$ cat src/include/pdcr_pkg.sv
// Shared constants for the power capability report block
package pdcr_pkg;

    // Capability type codes placed in byte 2 of each capability descriptor; last, the descriptor type for byte 1
    localparam logic [7:0] PDCR_CODE_PD_CAP      = 8'h06;
    localparam logic [7:0] PDCR_CODE_BATTERY     = 8'h07;
    localparam logic [7:0] PDCR_CODE_SINK_PORT   = 8'h08;
    localparam logic [7:0] PDCR_CODE_SOURCE_PORT = 8'h09;
    localparam logic [7:0] PDCR_DESC_DEVCAP_TYPE = 8'h10;

    // Descriptor layout of the capability descriptor
    localparam logic [7:0] PDCR_PD_CAP_LEN  = 8'h18;
    localparam logic [7:0] PDCR_SUB_LEN     = 8'h08;
    localparam logic [7:0] PDCR_SET_TYPE    = 8'h0f;
    localparam logic [7:0] PDCR_SET_HDR_LEN = 8'h05;
    localparam int         PDCR_OFS_LEN     = 0;
    localparam int         PDCR_OFS_TYPE    = 1;
    localparam int         PDCR_OFS_CODE    = 2;
    localparam int         PDCR_OFS_ATTR    = 4;

    // Attribute bitmap field positions
    localparam int PDCR_ATTR_BC       = 1;
    localparam int PDCR_ATTR_PD       = 2;
    localparam int PDCR_ATTR_PROVIDER = 3;
    localparam int PDCR_ATTR_CONSUMER = 4;
    localparam int PDCR_ATTR_CHG_POL  = 5;
    localparam int PDCR_ATTR_TYPEC    = 6;
    localparam logic [31:0] PDCR_ATTR_RSVD_MASK = 32'hffff_ff81;

    // Status request selectors
    localparam logic [1:0] PDCR_SEL_SET    = 2'h0;
    localparam logic [1:0] PDCR_SEL_STATUS = 2'h1;
    localparam logic [1:0] PDCR_SEL_PORT   = 2'h2;

    // Policy modes
    localparam logic [1:0] PDCR_MODE_LOCAL     = 2'h0;
    localparam logic [1:0] PDCR_MODE_HYBRID    = 2'h1;
    localparam logic [1:0] PDCR_MODE_INTRUSIVE = 2'h2;

    // Notification ids sent over the hub notification endpoint
    localparam logic [7:0] PDCR_NOTE_CONTRACT = 8'h01;
    localparam logic [7:0] PDCR_NOTE_PORT     = 8'h02;

    // Usb device states seen by this block
    typedef enum logic [2:0] {
        PDCR_ST_ATTACHED,
        PDCR_ST_POWERED,
        PDCR_ST_DEFAULT,
        PDCR_ST_ADDRESS,
        PDCR_ST_CONFIGURED
    } pdcr_state_type;

    // Byte server states
    typedef enum logic [1:0] {
        PDCR_RD_IDLE,
        PDCR_RD_SEND,
        PDCR_RD_DONE
    } pdcr_rd_type;

endpackage

$ cat src/rtl/pdcr_sync.sv
// Three flop synchroniser with agreement filter for pin inputs
`timescale 1ns/1ps
module pdcr_sync
    import pdcr_pkg::*;
#(
    parameter int WIDTH = 1
)
(
    input  wire logic             clk_sys_in,
    input  wire logic             nrst_in,
    input  wire logic             ce_in,
    input  wire logic [WIDTH-1:0] async_in,
    output logic      [WIDTH-1:0] level_out
);

    logic [WIDTH-1:0] s1_q;
    logic [WIDTH-1:0] s2_q;
    logic [WIDTH-1:0] s3_q;

    initial
    begin
        if (WIDTH < 1)
            $error("pdcr_sync width must be positive");
    end

    always_ff @(posedge clk_sys_in or negedge nrst_in)
    begin
        if (!nrst_in)
        begin
            s1_q <= '0;
            s2_q <= '0;
            s3_q <= '0;
        end
        else if (ce_in)
        begin
            s1_q <= async_in;
            s2_q <= s1_q;
            s3_q <= s2_q;
        end
    end

    // A change counts only once stages two and three agree
    genvar gi;
    generate
        for (gi = 0; gi < WIDTH; gi++)
        begin : g_bit
            always_ff @(posedge clk_sys_in or negedge nrst_in)
            begin
                if (!nrst_in)
                    level_out[gi] <= 1'b0;
                else if (ce_in && (s2_q[gi] == s3_q[gi]))
                    level_out[gi] <= s3_q[gi];
            end
        end
    endgenerate

endmodule

$ cat src/rtl/pdcr_top.sv
// Power capability descriptor report and attach state logic
`timescale 1ns/1ps
module pdcr_top
    import pdcr_pkg::*;
#(
    parameter bit       IS_HUB        = 1'b1,
    parameter bit       HAS_HYBRID    = 1'b0,
    parameter bit       HAS_INTRUSIVE = 1'b0,
    parameter int       NUM_PORTS     = 4,
    parameter bit       HAS_BATTERY   = 1'b1,
    parameter bit       CAN_PROVIDE   = 1'b0,
    parameter bit       CAN_CONSUME   = 1'b1,
    parameter bit       SUPPORTS_BC   = 1'b1,
    parameter bit       SUPPORTS_TYPEC = 1'b1
)
(
    input  wire logic                 clk_sys_in,
    input  wire logic                 nrst_in,
    input  wire logic                 ce_in,
    // Power delivery side, from pins
    input  wire logic                 vbus_present_in,
    input  wire logic                 contract_ok_in,
    input  wire logic                 can_operate_in,
    input  wire logic                 role_swap_in,
    input  wire logic                 hard_reset_in,
    // Usb core side, same clock
    input  wire logic                 bus_reset_in,
    input  wire logic                 addressed_in,
    input  wire logic                 configured_in,
    input  wire logic                 req_valid_in,
    input  wire logic [1:0]           req_sel_in,
    input  wire logic [7:0]           req_index_in,
    input  wire logic [1:0]           policy_mode_in,
    input  wire logic [NUM_PORTS-1:0] port_pd_in,
    input  wire logic                 note_ready_in,
    output logic                      connect_out,
    output logic                      self_powered_out,
    output logic [2:0]                usb_state_out,
    output logic                      rsp_valid_out,
    output logic [7:0]                rsp_data_out,
    output logic                      rsp_last_out,
    output logic                      rsp_stall_out,
    output logic [1:0]                policy_mode_out,
    output logic                      note_valid_out,
    output logic [7:0]                note_data_out
);

    localparam int PW = (NUM_PORTS > 1) ? $clog2(NUM_PORTS) : 1;

    initial
    begin
        if (NUM_PORTS < 1 || NUM_PORTS > 15)
            $error("pdcr_top NUM_PORTS must be 1 to 15");
    end

    logic [4:0]     pins;
    logic           vbus;
    logic           contract;
    logic           operate;
    logic           swap;
    logic           hreset;
    pdcr_state_type state_q;
    pdcr_rd_type    rd_q;
    logic [7:0]     len_q;
    logic [7:0]     ptr_q;
    logic [1:0]     sel_q;
    logic [7:0]     idx_q;
    logic           contract_q;
    logic [NUM_PORTS-1:0] port_q;

    pdcr_sync #(
        .WIDTH (5)
    ) u_sync (
        .clk_sys_in (clk_sys_in),
        .nrst_in    (nrst_in),
        .ce_in      (ce_in),
        .async_in   ({vbus_present_in, contract_ok_in, can_operate_in,
                      role_swap_in, hard_reset_in}),
        .level_out  (pins)
    );

    assign vbus     = pins[4];
    assign contract = pins[3];
    assign operate  = pins[2];
    assign swap     = pins[1];
    assign hreset   = pins[0];

    // Attribute bitmap; reserved bits forced low by mask
    function automatic logic [31:0] attr_bits();
        logic [31:0] a;
        a = '0;
        a[PDCR_ATTR_BC]       = SUPPORTS_BC;
        a[PDCR_ATTR_PD]       = 1'b1;
        a[PDCR_ATTR_PROVIDER] = CAN_PROVIDE;
        a[PDCR_ATTR_CONSUMER] = CAN_CONSUME;
        a[PDCR_ATTR_CHG_POL]  = 1'b0;
        a[PDCR_ATTR_TYPEC]    = SUPPORTS_TYPEC;
        return a & ~PDCR_ATTR_RSVD_MASK;
    endfunction

    // Byte n of the object store set: header, then capability, then
    // one short record each for sink port, source port and, with HAS_BATTERY, battery
    function automatic logic [7:0] set_byte(input logic [7:0] n);
        logic [31:0] a;
        logic [7:0]  sub;
        logic [7:0]  o;
        a = attr_bits();
        sub = PDCR_SUB_LEN;
        set_byte = 8'h00;
        if (n < PDCR_SET_HDR_LEN)
        begin
            case (n)
                8'h00: set_byte = PDCR_SET_HDR_LEN;
                8'h01: set_byte = PDCR_SET_TYPE;
                8'h02: set_byte = total_len();
                8'h04: set_byte = 8'h02 + {7'h0, HAS_BATTERY};
                default: set_byte = 8'h00;
            endcase
        end
        else
        begin
            o = n - PDCR_SET_HDR_LEN;
            if (o < PDCR_PD_CAP_LEN)
            begin
                if (o == 8'(PDCR_OFS_LEN))
                    set_byte = PDCR_PD_CAP_LEN;
                else if (o == 8'(PDCR_OFS_TYPE))
                    set_byte = PDCR_DESC_DEVCAP_TYPE;
                else if (o == 8'(PDCR_OFS_CODE))
                    set_byte = PDCR_CODE_PD_CAP;
                else if (o >= 8'(PDCR_OFS_ATTR) && o < 8'(PDCR_OFS_ATTR + 4))
                    set_byte = a[8*(o-8'(PDCR_OFS_ATTR)) +: 8];
            end
            else
            begin
                o = o - PDCR_PD_CAP_LEN;
                if (o[2:0] == 3'(PDCR_OFS_LEN))
                    set_byte = sub;
                else if (o[2:0] == 3'(PDCR_OFS_TYPE))
                    set_byte = PDCR_DESC_DEVCAP_TYPE;
                else if (o[2:0] == 3'(PDCR_OFS_CODE))
                begin
                    if (o[7:3] == 5'h0)
                        set_byte = PDCR_CODE_SINK_PORT;
                    else if (o[7:3] == 5'h1)
                        set_byte = PDCR_CODE_SOURCE_PORT;
                    else
                        set_byte = PDCR_CODE_BATTERY;
                end
            end
        end
    endfunction

    function automatic logic [7:0] total_len();
        return PDCR_SET_HDR_LEN + PDCR_PD_CAP_LEN
               + 8'(2 * PDCR_SUB_LEN)
               + (HAS_BATTERY ? PDCR_SUB_LEN : 8'h00);
    endfunction

    // Device state: attached/powered by contract, rest by usb core
    always_ff @(posedge clk_sys_in or negedge nrst_in)
    begin
        if (!nrst_in)
            state_q <= PDCR_ST_ATTACHED;
        else if (ce_in)
        begin
            if (CAN_CONSUME && !vbus && !((swap || hreset) && operate))
                state_q <= PDCR_ST_ATTACHED;
            else if (hreset && !operate)
                state_q <= PDCR_ST_ATTACHED;
            else
            begin
                unique case (state_q)
                    PDCR_ST_ATTACHED:
                        if (contract && operate)
                            state_q <= PDCR_ST_POWERED;
                    PDCR_ST_POWERED:
                        if (bus_reset_in)
                            state_q <= PDCR_ST_DEFAULT;
                    PDCR_ST_DEFAULT:
                        if (addressed_in)
                            state_q <= PDCR_ST_ADDRESS;
                    PDCR_ST_ADDRESS:
                        if (bus_reset_in)
                            state_q <= PDCR_ST_DEFAULT;
                        else if (configured_in)
                            state_q <= PDCR_ST_CONFIGURED;
                    PDCR_ST_CONFIGURED:
                        if (bus_reset_in)
                            state_q <= PDCR_ST_DEFAULT;
                        else if (!configured_in)
                            state_q <= PDCR_ST_ADDRESS;
                    default:
                        state_q <= PDCR_ST_ATTACHED;
                endcase
            end
        end
    end

    always_ff @(posedge clk_sys_in or negedge nrst_in)
    begin
        if (!nrst_in)
        begin
            connect_out      <= 1'b0;
            self_powered_out <= 1'b0;
            usb_state_out    <= 3'h0;
        end
        else if (ce_in)
        begin
            // Connect only once a contract is held, never on bus alone
            connect_out      <= (state_q != PDCR_ST_ATTACHED);
            self_powered_out <= 1'b1;
            usb_state_out    <= state_q;
        end
    end

    // Policy mode: local always, others only when built in
    always_ff @(posedge clk_sys_in or negedge nrst_in)
    begin
        if (!nrst_in)
            policy_mode_out <= PDCR_MODE_LOCAL;
        else if (ce_in && req_valid_in && req_sel_in == PDCR_SEL_STATUS)
        begin
            if (policy_mode_in == PDCR_MODE_HYBRID && HAS_HYBRID)
                policy_mode_out <= PDCR_MODE_HYBRID;
            else if (policy_mode_in == PDCR_MODE_INTRUSIVE && HAS_INTRUSIVE)
                policy_mode_out <= PDCR_MODE_INTRUSIVE;
            else
                policy_mode_out <= PDCR_MODE_LOCAL;
        end
    end

    // Request server: one byte per cycle, last marked
    always_ff @(posedge clk_sys_in or negedge nrst_in)
    begin
        if (!nrst_in)
        begin
            rd_q          <= PDCR_RD_IDLE;
            ptr_q         <= 8'h00;
            len_q         <= 8'h00;
            sel_q         <= PDCR_SEL_SET;
            idx_q         <= 8'h00;
            rsp_valid_out <= 1'b0;
            rsp_data_out  <= 8'h00;
            rsp_last_out  <= 1'b0;
            rsp_stall_out <= 1'b0;
        end
        else if (ce_in)
        begin
            rsp_valid_out <= 1'b0;
            rsp_last_out  <= 1'b0;
            rsp_stall_out <= 1'b0;
            unique case (rd_q)
                PDCR_RD_IDLE:
                    if (req_valid_in)
                    begin
                        sel_q <= req_sel_in;
                        idx_q <= req_index_in;
                        ptr_q <= 8'h00;
                        // Port query exists on hubs only, in range
                        if (req_sel_in == PDCR_SEL_PORT &&
                            (!IS_HUB || req_index_in >= 8'(NUM_PORTS)))
                            rsp_stall_out <= 1'b1;
                        else if (req_sel_in == 2'h3)
                            rsp_stall_out <= 1'b1;
                        else
                        begin
                            rd_q  <= PDCR_RD_SEND;
                            len_q <= (req_sel_in == PDCR_SEL_SET) ?
                                     total_len() : 8'h02;
                        end
                    end
                PDCR_RD_SEND:
                begin
                    rsp_valid_out <= 1'b1;
                    unique case (sel_q)
                        PDCR_SEL_SET:
                            rsp_data_out <= set_byte(ptr_q);
                        PDCR_SEL_STATUS:
                            rsp_data_out <= (ptr_q == 8'h00) ?
                                {3'h0, contract_q, vbus, state_q} :
                                {6'h0, policy_mode_out};
                        default:
                            rsp_data_out <= (ptr_q == 8'h00) ?
                                {7'h0, port_q[idx_q[PW-1:0]]} :
                                8'h00;
                    endcase
                    ptr_q <= ptr_q + 8'h01;
                    if (ptr_q == len_q - 8'h01)
                    begin
                        rsp_last_out <= 1'b1;
                        rd_q         <= PDCR_RD_DONE;
                    end
                end
                PDCR_RD_DONE:
                    rd_q <= PDCR_RD_IDLE;
                default:
                    rd_q <= PDCR_RD_IDLE;
            endcase
        end
    end

    // On hubs, notifications on contract or port change (contract wins a tie), held until taken; a newer event replaces the id
    always_ff @(posedge clk_sys_in or negedge nrst_in)
    begin
        if (!nrst_in)
        begin
            contract_q     <= 1'b0;
            port_q         <= '0;
            note_valid_out <= 1'b0;
            note_data_out  <= 8'h00;
        end
        else if (ce_in)
        begin
            contract_q <= contract;
            port_q     <= port_pd_in;
            if (note_valid_out && note_ready_in)
                note_valid_out <= 1'b0;
            // A new event wins over the take of the previous one
            if (IS_HUB && contract != contract_q)
            begin
                note_valid_out <= 1'b1;
                note_data_out  <= PDCR_NOTE_CONTRACT;
            end
            else if (IS_HUB && port_pd_in != port_q)
            begin
                note_valid_out <= 1'b1;
                note_data_out  <= PDCR_NOTE_PORT;
            end
        end
    end

endmodule

$ cat config.mk
export PLATFORM = sky130hd
export DESIGN_NAME = pdcr_top
export DESIGN_NICKNAME = d
export VERILOG_FILES = /design/src/include/pdcr_pkg.sv /design/src/rtl/pdcr_sync.sv /design/src/rtl/pdcr_top.sv
export SDC_FILE = /design/constraint.sdc
export NUM_CORES = 1
export LEC_CHECK = 0
export BUFFER_PORTS_ARGS = -buffer_cell sky130_fd_sc_hd__buf_4
export CAP_MARGIN = 40
export CORE_ASPECT_RATIO = 1.75
export CORE_MARGIN = 2
export CORE_UTILIZATION = 61
export CTS_CLUSTER_DIAMETER = 40
export DETAILED_ROUTE_END_ITERATION = 12
export PLACE_DENSITY = 0.86
export REMOVE_ABC_BUFFERS = 1
export SLEW_MARGIN = 40
export SYNTH_ARGS = -nofsm -noshare
export SYNTH_HDL_FRONTEND = slang
export SYNTH_SLANG_ARGS = --single-unit
$ cat constraint.sdc
create_clock -name clk_sys_in -period 3.69 [get_ports clk_sys_in]
set_input_delay 0.738 -clock clk_sys_in [delete_from_list [all_inputs] [get_ports clk_sys_in]]
set_output_delay 0.738 -clock clk_sys_in [all_outputs]
set_load 0.02 [all_outputs]
==> metrics <==
run status=finished, final reports clean; Congestion Overflow GR=0; total setup violations reported at the end of the flow=0; fraction of power consumed by the clock network=0.205; area added between synthesis and finish=14.3%; fraction of layout cells with a size suffix above 1=0.243; Max-Slew Margin vs Limit=0.611; residual DRC count=0; Nets=433; final period demand of the worst path=2820 ps; Detailed Route WL=7590 µm; Max Transition Viols Final=0; netlist area before placement=0.00355 mm²; clock tree from TritonCTS=done; wire length of the first global-routing pass=12400 µm; Worst R2R End=rsp_data_out[1]$_DFFE_PN0P_; die extent in y=105 µm; leading cell types in the layout, fill and taps excluded=dfrtp_1, buf_4, a21oi_1, mux2_2, nor2_1; highest achievable clock rate=355 MHz; RSZ-0062 raised after global routing=false; Fin. Hold Viols=0; Reg2Reg Depth=9; cell at the root of the clock tree=clkbuf_8; number of distinct library cells after synthesis=59; Clock transition at path regs=70 ps; Clock Sinks=62; number of violations reported at the end of detailed-routing iteration 0=158; average vias per placed instance=5.93; setup TNS=0 ps; Switching Fraction=0.405; synthesis warning total=0; Internal Power=1760 µW; starting density of the core=0.636; launching point of the worst reg2reg path=ptr_q[0]$_DFFE_PN0P_; Switching Power=1200 µW; async set-reset flop share out of synthesis=1.00; average footprint of a synthesized cell=9.89 µm²; Setup crit end kind=flip-flop; via count of the first global-routing pass=2705; Pre-Repair DR Iteration Count=4; leakage power total=0.00188 µW; routability congestion estimate from global placement=0.952; worst hold margin=355 ps; count of pins on the block boundary=56; hold-fix buffer count after cts=0; Synth Flop Type=dfrtp_1; count of input and output buffers=44; number of enable-type register cells in the synthesized netlist=0; Max clock buf depth=2; average wire per standard cell=16.0 µm; clk_lat worst skew=350 ps; most frequent standard cell in the layout excluding fill and tap cells=dfrtp_1; data arrival time of the critical path=3040 ps; max_cap viols=0; post-cts gate resize count=0; Die X=61.7 µm; maximum number of pins on one net before global-route repair=63; largest fanout on the critical path=12; CP required=3910 ps; kind of critical path=flip-flop to flip-flop; core occupancy in the finished layout=0.727; core box area=0.00559 mm²; setup clock skew after layout=8.73 ps; share of power burned in combinational logic=0.433; sequential fraction of design power=0.362; global-route usage over all layers=0.255; area of the die=0.00647 mm²; total CTS buffers=9; number of antenna cells inserted=0; sequential fraction of the synthesis area=0.437; total setup buffers inserted after CTS=0; worst-margin pin slew=575 ps; overall via count from detail_route=2816; kind of start point of the critical path=flip-flop; Max H-tree Level=3; number of antenna violations at the first check in global routing=0; post-synthesis sequential element count=62; final worst-path cycle share=0.764; min-delay worst type=input port to asynchronous set/reset pin; row count=36; register-to-register path setup slack=870 ps; total power divided by cell area=729 mW/mm²; number of nets with antenna violations after detailed routing=0; total half-perimeter wirelength after legalization and detailed placement=5590 µm; worst ir drop on vdd=0.407 mV; count of mapped cells out of synthesis=359
==> area by class of cell <==
type	count	area [µm²]
clock buffer	12	155
inverter	16	60.1
clock inverter	4	45.0
timing repair buffer	46	349
fill	452	1530
sequential	62	1550
tap	76	95.1
multi-input combinational	259	1800
==> metrics by stage <==
stage | instances | power, µW | setup slack, ps | cell area (µm²)
2_1_floorplan | 337 | 1940 | 1200 | 3420
3_3_place_gp | 459 | 2280 | 833 | 3860
3_5_place_dp | 459 | 2340 | 808 | 3860
4_1_cts | 475 | 2950 | 905 | 4060
5_1_grt | 475 | 3150 | 650 | 4060
6_report | 475 | 2960 | 870 | 4060
==> power groups by stage <==
| stage | Clock [µW] | Sequential [µW] | Combinational, µW |
|---|---|---|---|
| global placement | 0 | 1060 | 1220 |
| finish | 607 | 1070 | 1280 |
| global route | 643 | 1100 | 1410 |
| detailed placement | 0 | 1080 | 1260 |
| CTS | 616 | 1070 | 1270 |
| floorplan | 0 | 1110 | 830 |
==> worst max-delay path by stage <==
stage                         start                          end  slack (ps)
6_report       ptr_q[0]$_DFFE_PN0P_  rsp_data_out[1]$_DFFE_PN0P_         870
5_1_grt        ptr_q[0]$_DFFE_PN0P_  rsp_data_out[2]$_DFFE_PN0P_         650
4_1_cts        ptr_q[0]$_DFFE_PN0P_  rsp_data_out[1]$_DFFE_PN0P_         900
3_5_place_dp                  ce_in  rsp_data_out[6]$_DFFE_PN0P_         810
3_3_place_gp                  ce_in  rsp_data_out[6]$_DFFE_PN0P_         830
2_1_floorplan  ptr_q[0]$_DFFE_PN0P_  rsp_data_out[6]$_DFFE_PN0P_        1200
==> synthesized netlist by cell type (2+ instances only) <==
| cell type | n | share of area |
|---|---|---|
| a21o_1 | 3 | 0.0063 |
| nor2b_1 | 4 | 0.0070 |
| nand2_1 | 21 | 0.022 |
| o21a_1 | 4 | 0.0085 |
| a21oi_1 | 27 | 0.038 |
| xnor2_1 | 6 | 0.015 |
| nand4_1 | 5 | 0.0088 |
| nand2b_1 | 9 | 0.016 |
| a22oi_1 | 2 | 0.0042 |
| mux2i_1 | 2 | 0.0056 |
| dfrtp_1 | 62 | 0.44 |
| o211ai_1 | 2 | 0.0042 |
| nor3b_1 | 3 | 0.0063 |
| mux2_2 | 27 | 0.086 |
| or2_2 | 4 | 0.0070 |
| and4_1 | 3 | 0.0074 |
| or4_1 | 3 | 0.0063 |
| o31ai_1 | 3 | 0.0063 |
| inv_1 | 16 | 0.017 |
| o41ai_1 | 2 | 0.0049 |
| nand3_1 | 9 | 0.013 |
| nor2_1 | 24 | 0.025 |
| nor3_1 | 6 | 0.0085 |
| xor2_1 | 10 | 0.025 |
| ha_1 | 10 | 0.035 |
| a31oi_1 | 6 | 0.011 |
| buf_4 | 10 | 0.021 |
| buf_2 | 6 | 0.0085 |
| clkbuf_1 | 12 | 0.013 |
| a211oi_1 | 3 | 0.0063 |
| o2bb2ai_1 | 2 | 0.0049 |
| and3_1 | 8 | 0.014 |
| a21boi_0 | 2 | 0.0042 |
| o21ai_0 | 18 | 0.025 |
==> registers in the layout, indices dropped and copies added (netlist names), 4 cells and up <==
register,count
ptr_q,8
rsp_data_out,7
u_sync.level_out,5
u_sync.s1_q,5
u_sync.s2_q,5
u_sync.s3_q,5
port_q,4
==> logic make-up (layout without fill, tap and decap cells) <==
logic type                 after synthesis  count (layout)  share of synthesized area
other                                    1               9                    0.00106
buffers and inverters                   46              78                     0.0634
and+or+nand+nor                        107             107                      0.163
AOI/OAI and AO/OA                       87              87                      0.163
xor gates and xnor gates                16              16                     0.0395
adders and majority gates               10              10                     0.0352
muxes                                   30              30                     0.0976
DFF                                     62              62                      0.437
==> layer usage <==
| layer | GRT usage | share of wire |
|---|---|---|
| met5 | 0 | 0 |
| met4 | 0.109 | 0.033 |
| met3 | 0.0569 | 0.046 |
| met2 | 0.432 | 0.56 |
| met1 | 0.294 | 0.36 |
==> worst max-delay path, stage by stage (launching register included) <==
cell      delay [ps]
dfrtp_1          580
inv_1            180
ha_1             370
nor2b_1          350
buf_4            210
nand2b_1         120
and3_1           250
a22oi_1          120
a211oi_1         380
o21ai_0          140
No activity file was read; power rests on OpenSTA's default activity.
